[src/dram_seq_pkg.sv]
// Shared constants and carrier types for the DRAM access and refresh sequencer
package dram_seq_pkg;

  // Depth of every pin synchroniser
  localparam int SYNC_STAGES = 2;

  // Pin inputs after polarity correction, all active high
  typedef struct packed {
    logic cs;           // Chip select asserted
    logic as;           // Address strobe asserted
    logic refresh_req;  // Refresh request from the controller
    logic byte_strobe;  // Upper or lower data strobe asserted
    logic rd;           // High for a read, low for a write
    logic hre;          // Hidden refresh enabled
    logic clk_phase;    // Processor clock phase level
    logic wait_req;     // Wait insertion requested
    logic reg_clk;      // Register clock level
  } pins_type;

  // Registered refresh mode and delay chain, stored active low
  typedef struct packed {
    logic mode_n;
    logic d2_n;
    logic d3_n;
    logic d4_n;
  } chain_type;

  localparam int PINS_W = $bits(pins_type);
  localparam logic [PINS_W-1:0] PINS_IDLE = 9'h000;
  localparam logic [3:0] CHAIN_RST = 4'hf;
  localparam logic OUT_IDLE_N = 1'b1;
  localparam logic [1:0] RST_PIPE_RST = 2'h0;

endpackage

[src/pin_sync.sv]
// Two-stage synchroniser for a group of pin levels
`timescale 1ns/1ps
module pin_sync
  import dram_seq_pkg::*;
#(
  parameter int WIDTH = PINS_W,
  parameter logic [WIDTH-1:0] IDLE = '0
) (
  input wire logic mclk_i,             // System clock
  input wire logic rst_n_i,            // Synchronised reset, active low
  input wire logic [WIDTH-1:0] d_i,    // Asynchronous levels
  output logic [WIDTH-1:0] q_o         // Levels in the clock domain
);

  logic [WIDTH-1:0] meta_q;
  logic [WIDTH-1:0] meta_d;
  logic [WIDTH-1:0] sync_q;
  logic [WIDTH-1:0] sync_d;

  // First stage feeds only the second stage
  always_comb begin
    meta_d = d_i;
    sync_d = meta_q;
  end

  always_ff @(posedge mclk_i or negedge rst_n_i) begin
    if (!rst_n_i) begin
      meta_q <= IDLE;
      sync_q <= IDLE;
    end else begin
      meta_q <= meta_d;
      sync_q <= sync_d;
    end
  end

  assign q_o = sync_q;

endmodule

[src/delay_chain.sv]
// Refresh mode register and three-stage delay chain, stepped by register clock
`timescale 1ns/1ps
module delay_chain
  import dram_seq_pkg::*;
(
  input wire logic mclk_i,          // System clock
  input wire logic rst_n_i,         // Synchronised reset, active low
  input wire logic tick_i,          // Register clock rising edge seen
  input wire pins_type pins_i,      // Synchronised pins
  input wire logic row_req_i,       // Row strobe request, active high
  input wire logic cyc_i,           // Cycle done, active high
  input wire logic in_refresh_i,    // Access during refresh, active high
  output chain_type chain_o         // Mode and delay stages, active low
);

  chain_type chain_q;
  chain_type chain_d;
  logic mode;
  logic d2;
  logic d3;
  logic d4;
  logic mode_nx;
  logic d2_nx;
  logic d3_nx;
  logic d4_nx;
  logic forced_start;

  always_comb begin
    mode = ~chain_q.mode_n;
    d2 = ~chain_q.d2_n;
    d3 = ~chain_q.d3_n;
    d4 = ~chain_q.d4_n;
    // Refresh during a long access to some other device
    forced_start = ~pins_i.cs & pins_i.refresh_req & pins_i.as & cyc_i &
                   ~d2 & ~d3 & ~row_req_i;
    mode_nx = (pins_i.refresh_req & ~pins_i.as & ~cyc_i & ~row_req_i) |
              forced_start |
              (mode & ~d3) | (mode & ~d4);
    d2_nx = (mode & ~d4) |
            (pins_i.as & ~cyc_i & ~mode & ~d3 & d4 &
             (~in_refresh_i | pins_i.cs)) |
            (~mode & d2 & ~d3) |
            (pins_i.cs & pins_i.wait_req & pins_i.as & ~mode & d2 & d3 &
             ~d4) |
            (pins_i.cs & pins_i.as & ~pins_i.rd & cyc_i & ~mode &
             ~d2 & ~d3 & ~d4);
    d3_nx = d2 & ~d4;
    // Forced refresh start parks stage c so stage a stays off for one register clock step
    d4_nx = d3 | (~pins_i.as & ~mode) | (forced_start & ~mode);
    chain_d = chain_q;
    if (tick_i) begin
      chain_d = '{mode_n: ~mode_nx, d2_n: ~d2_nx,
                  d3_n: ~d3_nx, d4_n: ~d4_nx};
    end
  end

  always_ff @(posedge mclk_i or negedge rst_n_i) begin
    if (!rst_n_i) begin
      chain_q <= CHAIN_RST;
    end else begin
      chain_q <= chain_d;
    end
  end

  assign chain_o = chain_q;

  a_stage_b_follow: assert property (
    @(posedge mclk_i) disable iff (!rst_n_i)
    tick_i |=> (chain_q.d3_n == ~($past(d2) & ~$past(d4))))
    else $error("delay stage b did not follow stage a");

  a_chain_still: assert property (
    @(posedge mclk_i) disable iff (!rst_n_i)
    !tick_i |=> $stable(chain_q))
    else $error("delay chain moved without a register clock edge");

  a_mode_hold: assert property (
    @(posedge mclk_i) disable iff (!rst_n_i)
    (tick_i && mode && !d3) |=> !chain_q.mode_n)
    else $error("refresh mode dropped before stage b set");

  a_test_set_restart: assert property (
    @(posedge mclk_i) disable iff (!rst_n_i)
    (tick_i && pins_i.cs && pins_i.as && !pins_i.rd && cyc_i && !mode &&
     !d2 && !d3 && !d4) |=> !chain_q.d2_n)
    else $error("second stage a pulse missing for test and set");

  a_forced_entry: assert property (
    @(posedge mclk_i) disable iff (!rst_n_i)
    (tick_i && forced_start) |=> !chain_q.mode_n)
    else $error("refresh mode not entered during long access");

  a_stage_a_refresh: assert property (
    @(posedge mclk_i) disable iff (!rst_n_i)
    (tick_i && mode && !d4) |=> !chain_q.d2_n)
    else $error("stage a not set during refresh mode");

  a_stage_c_idle: assert property (
    @(posedge mclk_i) disable iff (!rst_n_i)
    (tick_i && !pins_i.as && !mode) |=> !chain_q.d4_n)
    else $error("stage c not set while bus idle");

endmodule

[src/dram_access_refresh_sequencer.sv]
// Top of the DRAM access and refresh sequencer for a 16-bit processor bus
// Functional notes
// Outputs active low except acknowledge enable; read/write input high reads; always-on outputs driven.
// Start row strobe on selected strobe, stage c, no cycle done, phase low.
// Hidden refresh row strobe when unselected, stage a set, enabled.
// Hold row strobe while selected with strobe, or while stage a set.
// Set cycle done after stages a,b without c; hold while strobe asserted.
// Hold cycle done while phase low; ends on first rising phase edge.
// Set cycle done for strobed access elsewhere with all stages clear.
// Mark access during refresh when refresh mode meets address strobe.
// Keep that mark while stage c and address strobe both remain.
// Continue acknowledge on stage a, open row cycle, or write strobe.
// Write half of test-and-set starts a second stage a pulse.
// Enter refresh mode on idle request; hold until stages b and c set.
// Enter refresh mode during long accesses to other devices.
// Stage a set by refresh, access start, hold, or wait lengthening.
// Stage b follows a without c; stage c follows b or idle or forced.
// Acknowledge only while selected; wait input adds one wait state.
// System ties hidden refresh enable low to disable hidden refresh.
// Mode and stages step on register clock; others follow inputs.
`timescale 1ns/1ps
module dram_access_refresh_sequencer
  import dram_seq_pkg::*;
(
  input wire logic mclk_i,                   // System clock, 50 MHz
  input wire logic rst_n_i,                  // Asynchronous reset
  input wire logic reg_clk_i,                // Register clock for the chain
  input wire logic clk_phase_i,              // Processor clock phase
  input wire logic cs_n_i,                   // Chip select
  input wire logic as_n_i,                   // Address strobe
  input wire logic refresh_request_in_n_i,   // Refresh request
  input wire logic byte_data_strobe_n_i,     // Data strobe
  input wire logic rd_wr_i,                  // High read, low write
  input wire logic hidden_refresh_enable_i,  // Low disables hidden refresh
  input wire logic wait_n_i,                 // Insert one wait state
  output logic row_strobe_request_n_o,       // Row strobe request
  output logic refresh_mode_n_o,             // Forced refresh mode select
  output logic transfer_acknowledge_n_o,     // Transfer acknowledge
  output logic transfer_acknowledge_oe_o,    // Acknowledge pin driven
  output logic cycle_done_n_o,               // Cycle tracking
  output logic access_during_refresh_n_o,    // Access began in refresh
  output logic delay_stage_a_n_o,            // Delay stage a
  output logic delay_stage_b_n_o,            // Delay stage b
  output logic delay_stage_c_n_o             // Delay stage c
);

  // Reset release through two flops
  logic [1:0] rst_pipe_q;
  logic [1:0] rst_pipe_d;
  logic rst_sync_n;

  always_comb begin
    rst_pipe_d = {rst_pipe_q[0], 1'b1};
  end

  always_ff @(posedge mclk_i or negedge rst_n_i) begin
    if (!rst_n_i) begin
      rst_pipe_q <= RST_PIPE_RST;
    end else begin
      rst_pipe_q <= rst_pipe_d;
    end
  end

  assign rst_sync_n = rst_pipe_q[1];

  // Pin polarity is corrected ahead of the synchroniser
  pins_type pins_raw;
  pins_type pins;

  always_comb begin
    pins_raw.cs = ~cs_n_i;
    pins_raw.as = ~as_n_i;
    pins_raw.refresh_req = ~refresh_request_in_n_i;
    pins_raw.byte_strobe = ~byte_data_strobe_n_i;
    pins_raw.rd = rd_wr_i;
    pins_raw.hre = hidden_refresh_enable_i;
    pins_raw.clk_phase = clk_phase_i;
    pins_raw.wait_req = ~wait_n_i;
    pins_raw.reg_clk = reg_clk_i;
  end

  pin_sync #(
    .WIDTH(PINS_W),
    .IDLE(PINS_IDLE)
  ) u_pin_sync (
    .mclk_i(mclk_i),
    .rst_n_i(rst_sync_n),
    .d_i(pins_raw),
    .q_o(pins)
  );

  // Register clock edge; the chain only moves on its rising edge
  logic reg_clk_prev_q;
  logic reg_clk_prev_d;
  logic tick;

  always_comb begin
    reg_clk_prev_d = pins.reg_clk;
  end

  always_ff @(posedge mclk_i or negedge rst_sync_n) begin
    if (!rst_sync_n) begin
      reg_clk_prev_q <= 1'b0;
    end else begin
      reg_clk_prev_q <= reg_clk_prev_d;
    end
  end

  assign tick = pins.reg_clk & ~reg_clk_prev_q;

  // Feedback outputs, stored active low except the acknowledge enable, so each port is a flop
  logic row_req_n_q;
  logic cyc_n_q;
  logic in_refresh_n_q;
  logic ack_n_q;
  logic ack_oe_q;
  logic row_req_n_d;
  logic cyc_n_d;
  logic in_refresh_n_d;
  logic ack_n_d;
  logic ack_oe_d;
  chain_type chain;
  logic row_req;
  logic cyc;
  logic in_refresh;
  logic ack;
  logic mode;
  logic d2;
  logic d3;
  logic d4;
  logic ack_new;
  logic ack_hold;

  delay_chain u_delay_chain (
    .mclk_i(mclk_i),
    .rst_n_i(rst_sync_n),
    .tick_i(tick),
    .pins_i(pins),
    .row_req_i(row_req),
    .cyc_i(cyc),
    .in_refresh_i(in_refresh),
    .chain_o(chain)
  );

  always_comb begin
    row_req = ~row_req_n_q;
    cyc = ~cyc_n_q;
    in_refresh = ~in_refresh_n_q;
    ack = ~ack_n_q;
    mode = ~chain.mode_n;
    d2 = ~chain.d2_n;
    d3 = ~chain.d3_n;
    d4 = ~chain.d4_n;
  end

  // Combinational sequencer terms, registered once on the system clock
  always_comb begin
    row_req_n_d = ~(
      (pins.cs & pins.as & ~mode & d4 & ~cyc & ~pins.clk_phase) |
      (~pins.cs & ~in_refresh & pins.as & ~mode & d2 & ~cyc &
       pins.hre) |
      (pins.cs & row_req & ~mode & pins.as) |
      (row_req & ~mode & d2));
    cyc_n_d = ~(
      (~mode & d2 & d3 & ~d4) |
      (cyc & pins.as) |
      (~mode & cyc & ~pins.clk_phase) |
      (~pins.cs & pins.as & ~mode & ~d2 & ~d3 & ~d4));
    in_refresh_n_d = ~(
      (mode & pins.as) |
      (in_refresh & d4 & pins.as));
    // Reads wait on the data strobe, writes on the address strobe
    ack_new = ~mode & ~pins.clk_phase &
              ((pins.as & ~pins.rd) | (pins.byte_strobe & pins.rd)) &
              (~pins.wait_req | d2);
    ack_hold = ack & ~mode &
               (d2 | (pins.as & row_req & ~cyc) |
                (pins.as & ~pins.rd));
    // Undriven pin reads back inactive, so the hold cannot outlive select
    ack_n_d = ~(pins.cs & (ack_new | ack_hold));
    ack_oe_d = pins.cs;
  end

  always_ff @(posedge mclk_i or negedge rst_sync_n) begin
    if (!rst_sync_n) begin
      row_req_n_q <= OUT_IDLE_N;
      cyc_n_q <= OUT_IDLE_N;
      in_refresh_n_q <= OUT_IDLE_N;
      ack_n_q <= OUT_IDLE_N;
      ack_oe_q <= 1'b0;
    end else begin
      row_req_n_q <= row_req_n_d;
      cyc_n_q <= cyc_n_d;
      in_refresh_n_q <= in_refresh_n_d;
      ack_n_q <= ack_n_d;
      ack_oe_q <= ack_oe_d;
    end
  end

  // Always-on outputs, active low except the acknowledge enable
  assign row_strobe_request_n_o = row_req_n_q;
  assign cycle_done_n_o = cyc_n_q;
  assign access_during_refresh_n_o = in_refresh_n_q;
  assign transfer_acknowledge_n_o = ack_n_q;
  assign transfer_acknowledge_oe_o = ack_oe_q;
  assign refresh_mode_n_o = chain.mode_n;
  assign delay_stage_a_n_o = chain.d2_n;
  assign delay_stage_b_n_o = chain.d3_n;
  assign delay_stage_c_n_o = chain.d4_n;

  a_row_start: assert property (
    @(posedge mclk_i) disable iff (!rst_sync_n)
    (pins.cs && pins.as && !mode && d4 && !cyc && !pins.clk_phase)
    |=> !row_strobe_request_n_o)
    else $error("row strobe request did not start for an access");

  a_hidden_refresh: assert property (
    @(posedge mclk_i) disable iff (!rst_sync_n)
    (!pins.cs && !in_refresh && pins.as && !mode && d2 && !cyc && pins.hre)
    |=> !row_strobe_request_n_o)
    else $error("hidden refresh row strobe missing");

  a_row_quiet: assert property (
    @(posedge mclk_i) disable iff (!rst_sync_n)
    (mode || (!pins.as && !d2)) |=> row_strobe_request_n_o)
    else $error("row strobe request active without cause");

  a_cycle_hold: assert property (
    @(posedge mclk_i) disable iff (!rst_sync_n)
    (cyc && pins.as) |=> !cycle_done_n_o)
    else $error("cycle done dropped while address strobe held");

  a_cycle_end: assert property (
    @(posedge mclk_i) disable iff (!rst_sync_n)
    (cyc && !pins.as && pins.clk_phase && !(!mode && d2 && d3 && !d4) &&
     !(!pins.cs && pins.as)) |=> cycle_done_n_o)
    else $error("cycle done did not end on rising clock phase");

  a_other_access: assert property (
    @(posedge mclk_i) disable iff (!rst_sync_n)
    (!pins.cs && pins.as && !mode && !d2 && !d3 && !d4)
    |=> !cycle_done_n_o)
    else $error("cycle done missing for access to another device");

  a_refresh_mark: assert property (
    @(posedge mclk_i) disable iff (!rst_sync_n)
    (mode && pins.as) |=> !access_during_refresh_n_o)
    else $error("access during refresh not recorded");

  a_mark_release: assert property (
    @(posedge mclk_i) disable iff (!rst_sync_n)
    (!pins.as) |=> access_during_refresh_n_o)
    else $error("access during refresh held without address strobe");

  a_ack_continue: assert property (
    @(posedge mclk_i) disable iff (!rst_sync_n)
    (ack && pins.cs && !mode && d2) |=> !transfer_acknowledge_n_o)
    else $error("transfer acknowledge not continued on stage a");

  a_ack_select: assert property (
    @(posedge mclk_i) disable iff (!rst_sync_n)
    !pins.cs |=> (transfer_acknowledge_n_o && !transfer_acknowledge_oe_o))
    else $error("transfer acknowledge driven without chip select");

  a_ack_wait: assert property (
    @(posedge mclk_i) disable iff (!rst_sync_n)
    (!ack && pins.wait_req && !d2) |=> transfer_acknowledge_n_o)
    else $error("wait state not inserted before acknowledge");

  a_ack_write: assert property (
    @(posedge mclk_i) disable iff (!rst_sync_n)
    (pins.cs && pins.as && !pins.rd && !mode && !pins.clk_phase &&
     !pins.wait_req) |=> !transfer_acknowledge_n_o)
    else $error("write not acknowledged without wait");

  a_ack_read: assert property (
    @(posedge mclk_i) disable iff (!rst_sync_n)
    (pins.cs && pins.byte_strobe && pins.rd && !mode && !pins.clk_phase &&
     d2) |=> !transfer_acknowledge_n_o)
    else $error("read not acknowledged after wait state");

  a_ack_rmw: assert property (
    @(posedge mclk_i) disable iff (!rst_sync_n)
    (ack && pins.cs && !mode && pins.as && !pins.rd)
    |=> !transfer_acknowledge_n_o)
    else $error("transfer acknowledge dropped in write cycle");

  a_ack_open_row: assert property (
    @(posedge mclk_i) disable iff (!rst_sync_n)
    (ack && pins.cs && !mode && pins.as && row_req && !cyc)
    |=> !transfer_acknowledge_n_o)
    else $error("transfer acknowledge dropped with row strobe open");

  a_ack_refresh: assert property (
    @(posedge mclk_i) disable iff (!rst_sync_n)
    mode |=> transfer_acknowledge_n_o)
    else $error("transfer acknowledge given during refresh mode");

  a_row_hold: assert property (
    @(posedge mclk_i) disable iff (!rst_sync_n)
    (row_req && !mode && d2) |=> !row_strobe_request_n_o)
    else $error("row strobe request dropped while stage a set");

  a_cycle_set: assert property (
    @(posedge mclk_i) disable iff (!rst_sync_n)
    (!mode && d2 && d3 && !d4) |=> !cycle_done_n_o)
    else $error("cycle done not set after stages a and b");

  a_cycle_phase: assert property (
    @(posedge mclk_i) disable iff (!rst_sync_n)
    (cyc && !mode && !pins.clk_phase) |=> !cycle_done_n_o)
    else $error("cycle done dropped while clock phase low");

  a_mark_hold: assert property (
    @(posedge mclk_i) disable iff (!rst_sync_n)
    (in_refresh && d4 && pins.as) |=> !access_during_refresh_n_o)
    else $error("access during refresh dropped while stage c held");

endmodule

[config.mk]
export PLATFORM = sky130hd
export DESIGN_NAME = dram_access_refresh_sequencer
export DESIGN_NICKNAME = d
export VERILOG_FILES = /design/src/dram_seq_pkg.sv /design/src/pin_sync.sv /design/src/delay_chain.sv /design/src/dram_access_refresh_sequencer.sv
export SDC_FILE = /design/constraint.sdc
export NUM_CORES = 1
export LEC_CHECK = 0
export BUFFER_PORTS_ARGS = -buffer_cell sky130_fd_sc_hd__buf_2
export CAP_MARGIN = 20
export CORE_MARGIN = 2
export CORE_UTILIZATION = 50
export CTS_BUF_LIST = sky130_fd_sc_hd__clkbuf_2
export CTS_CLUSTER_DIAMETER = 100
export DETAILED_ROUTE_END_ITERATION = 7
export GPL_TIMING_DRIVEN = 0
export PLACE_DENSITY = 0.76
export SLEW_MARGIN = 20
export SYNTH_ARGS = -nofsm -noshare
export SYNTH_HDL_FRONTEND = slang
export SYNTH_SLANG_ARGS = --single-unit
[constraint.sdc]
create_clock -name mclk_i -period 0.9 [get_ports mclk_i]
set_input_delay 0 -clock mclk_i [delete_from_list [all_inputs] [get_ports mclk_i]]
set_output_delay 0 -clock mclk_i [all_outputs]
set_load 0.02 [all_outputs]
Word level (Yosys, flattened, before mapping)

Index checks and enable logic that the tools add are counted.

Bitwise logic cells: 122

Operators by type and width:

| cell           | number |
|---|---|
| 1-bit AND      | 73 |
| 1-bit inverter | 27 |
| 1-bit OR       | 22 |

Logic and storage cells: 135
Bits in registers: 30
Output and inout bits: 9
Bits of input ports: 11

Logic depth before layout (Yosys ltp)

Depth after elaboration: 11
Depth in mapped cells: 5
Mapped depth without buffers: 4

Hierarchy

Synthesis repeated with hierarchy kept, for this count alone.

Cells, all modules: 84
Area total of the unflattened synthesis: 1122.3 um^2

By module, submodules not included:

| module                        | cells each | area each (um^2) | times used | sequential area each (um^2) |
|---|---|---|---|---|
| pin_sync                      | 18         | 450.4            | 1          | 450.4 |
| dram_access_refresh_sequencer | 39         | 391.6            | 1          | 205.2 |
| delay_chain                   | 27         | 280.3            | 1          | 105.1 |

Least setup slack after synthesis

OpenSTA, ideal clock, no wires.

Path type: register to register
Start point: register u_delay_chain.chain_q, in the netlist u_delay_chain.chain_o[2]
End point: register u_delay_chain.chain_q, in the netlist u_delay_chain.chain_o[0]
Setup slack: -507 ps
Buffers on the path: 1
Library setup time: 82 ps
Arrival: 1325 ps
Stages on the path, launching flop included: 6
Period minus slack after synthesis: 1407 ps
Data required time: 818 ps
Path through: dfstp_2 buf_6 nand2b_4 o31ai_2 a21boi_1 mux2_2

Cells in the longest elaborated chain, start to end: 6

Ends and longest elaborated chain:

| what                     | line              | text |
|---|---|---|
| start: declaration       | delay_chain.sv:16 | `chain_type chain_q;` |
| start signal: assignment | delay_chain.sv:61 | `chain_q <= chain_d;` |
| 1-bit AND                | delay_chain.sv:34 | `forced_start = ~pins_i.cs & pins_i.refresh_req & pins_i.as & cyc_i &` |
| 1-bit AND (2 in series)  | delay_chain.sv:35 | `~d2 & ~d3 & ~row_req_i;` |
| 1-bit AND                | delay_chain.sv:49 | `d4_nx = d3 \| (~pins_i.as & ~mode) \| (forced_start & ~mode);` |
| 1-bit OR                 | delay_chain.sv:49 |  |
| 1-bit inverter           | delay_chain.sv:53 | `d3_n: ~d3_nx, d4_n: ~d4_nx};` |

Every way passes these cells.
A chain may end at the register's enable or synchronous reset.

Worst setup path in the final report

Ends and elaborated chain as after synthesis.

==> results.py <==
metrics = {
    "timing": {
        "timing_hold_violations_final": 0,
        "setup_viol": 15,
        "relSlewSlack": 0.621,
        "fmax_ghz": 0.759,
        "setup_ws_ps": -418,
        "fin_setup_tns_ps": -3910,
        "maxSlewViolCount": 0,
        "worstMarginPinSlew_ps": 568,
        "period_share": 1.46,
        "min_period_ps": 1320,
        "rsz0062_at_grt": "yes",
        "finClkSkew_ps": 8.67,
    },
    "floorplanning": {
        "die_area_um2": 2600,
        "start_util": 0.514,
        "die_h_um": 51.0,
        "rows": 17,
        "ios": 20,
        "die_x_um": 51.0,
        "core_region_area_um2": 2150,
    },
    "detailed_routing": {
        "viasPerCell": 4.92,
        "drt_iter0_drc": 7,
        "totalWireLength_um": 2120,
        "vias": 811,
        "drt_pass1_iterations": 4,
        "drcViolationCount": 0,
        "drt-wirelength-per-cell_um": 12.9,
        "postRouteAntennaNets": 0,
    },
    "clock_tree": {
        "clk_path_buf_depth": 2,
        "worstSkewPairLatency_ps": 320,
        "clock-sinks": 30,
        "clk_pin_slew_ps": 130,
        "cts-root-buf": "clkbuf_2",
        "cts_tree": "yes",
        "htree_levels": 2,
        "numCtsBuffers": 5,
    },
    "critical_path": {
        "start_kind": "register",
        "worstPathRequired_ps": 1170,
        "crit_arrival_ps": 1590,
        "worstPathMaxFanout": 5,
        "crit_type": "register to register",
        "critPathCaptureType": "register",
    },
    "place": {
        "dp_hpwl_um": 1210,
        "numPortBuffers": 19,
        "placed_area_um2": 1240,
        "placed_cells": 132,
        "gp_congestion": 0.823,
    },
    "global_route": {
        "overflow": 0,
        "grt_pass1_vias": 780,
        "grt_max_degree": 29,
        "grt_pass1_wl_um": 3330,
        "antenna_found_initial": 0,
        "grt_usage": 0.189,
    },
    "synthesis": {
        "syn_area_per_cell_um2": 13.0,
        "yosysMostFrequentCell": "dfrtp_1",
        "synth_top_cell_area_share": 0.499,
        "synth_edf_count": 0,
        "async_reset_ff_frac": 1.00,
        "synth_area_leaders": "dfrtp_1 50%, dfstp_2 19%, nand2_1 2.7%",
        "synth_nets": 96,
        "ys_types": 31,
        "yosysWarnings": 0,
        "ys_top_cells_by_count": "22 x dfrtp_1, 8 x dfstp_2, 8 x nand2_1",
        "ys.flop_type": "dfrtp_1",
        "syn_area_um2": 1100,
        "ys_seq_elements": 30,
        "yosys.area.top_type": "dfrtp_1",
        "syn_inst": 85,
        "synth_seq_area_share": 0.689,
    },
    "run": {
        "drv_cap": 0,
    },
    "cells_and_area": {
        "stdcell_count": 165,
        "antenna_cells": 0,
        "final_area_um2": 1620,
        "synthToLayoutAreaGrowth_pct": 46.6,
        "layout-drive-gt1-share": 0.489,
        "fin_nets": 147,
        "fin_util": 0.753,
    },
    "pwr": {
        "leakagePower_nw": 0.762,
        "power.total_mw": 3.83,
        "vdd_drop_max_mv": 1.75,
        "power_density_nw_per_um2": 2370,
    },
    "status": {
        "status": "finished with violations",
        "violations": "negative setup slack",
    },
    "hold_path": {
        "hp-class": "register to async pin",
    },
}
==> logic make-up (layout without fill, tap and decap cells) <==
family,after synthesis,count (layout),synth area share
muxes,2,2,0.0193
buffers and inverters,10,62,0.0510
other,1,1,0.00340
and+or+nand+nor,22,22,0.110
DFF,30,30,0.689
AOI/OAI and AO/OA,20,20,0.127
==> state kept, by name, indices dropped and copies added, names as in the netlist <==
register / cells
row_strobe_request_n_o: 1
transfer_acknowledge_n_o: 1
u_pin_sync.meta_q: 9
u_delay_chain.chain_o: 4
reg_clk_prev_q: 1
cycle_done_n_o: 1
transfer_acknowledge_oe_o: 1
access_during_refresh_n_o: 1
rst_pipe_q: 2
u_pin_sync.q_o: 9
==> report_power, final <==
part	switching (mW)	internal [mW]	leakage [nW]
Clock	0.391	0.230	0.0332
Sequential	0.200	1.59	0.340
Combinational	0.601	0.824	0.390
==> layout make-up <==
cell class              count  area [um^2]
plain buffers               3         37.5
repair buffers             44          385
clock buffers               8         40.0
flip-flops and latches     30          762
well taps                  28         35.0
multi-input cells          45          332
fillers                   146          531
inverters                   7         26.3
==> path summary, 6_finish.rpt <==
check | startpoint | endpoint | slack, ps | cells past startpoint
hold reg to reg | rst_pipe_q[1] | reg_clk_prev_q | 260 | 0
min in group mclk_i | clk_phase_i | u_pin_sync.meta_q[2] | 300 | 2
setup reg to reg | u_delay_chain.chain_o[2] | u_delay_chain.chain_o[0] | -420 | 5
setup / recovery | u_delay_chain.chain_o[2] | u_delay_chain.chain_o[0] | -420 | 5
hold / removal | rst_pipe_q[1] | reg_clk_prev_q | 260 | 0
max in group asynchronous | rst_n_i | rst_pipe_q[1] | 240 | 3
==> critical path: stages, from the launching register on <==
cell,delay [ps]
dfstp_2,560
buf_6,130
nand2b_4,70
o31ai_4,160
a21boi_1,80
mux2_2,260
==> routing by layer <==
metal,GRT usage,wire length (um),vias up
met5,0,0,-
met4,0.122,49,0
met3,0.0848,89,4
met2,0.299,1150,21
met1,0.204,834,403
li1,-,-,383
==> layout by cell type (no fill, tap or decap), types with 3 or more instances in the layout <==
master,n
dfrtp_1,21
buf_6,16
dlygate4sd3_1,11
buf_2,10
buf_4,9
dfstp_2,8
clkbuf_2,8
inv_1,7
nand2_1,6
nor2_1,4
o21ai_1,3
a21oi_1,3
==> per-stage QoR <==
stage	setup WS, ps	hold slack (ps)
after global placement	-431	-214
after CTS	-427	263
after detailed placement	-447	-211
after global routing	-511	239
final	-418	260
after floorplan	-445	-296
==> repair_timing <==
item                                   4_1_cts  5_1_grt
endpoints found under the hold margin       11        0
setup endpoints to repair                   43       17
hold buffers                                11        0
gates resized for setup                     18       17
buffers inserted                             9        5
pin swaps                                    1       10
(Power assumes the default switching activity.)
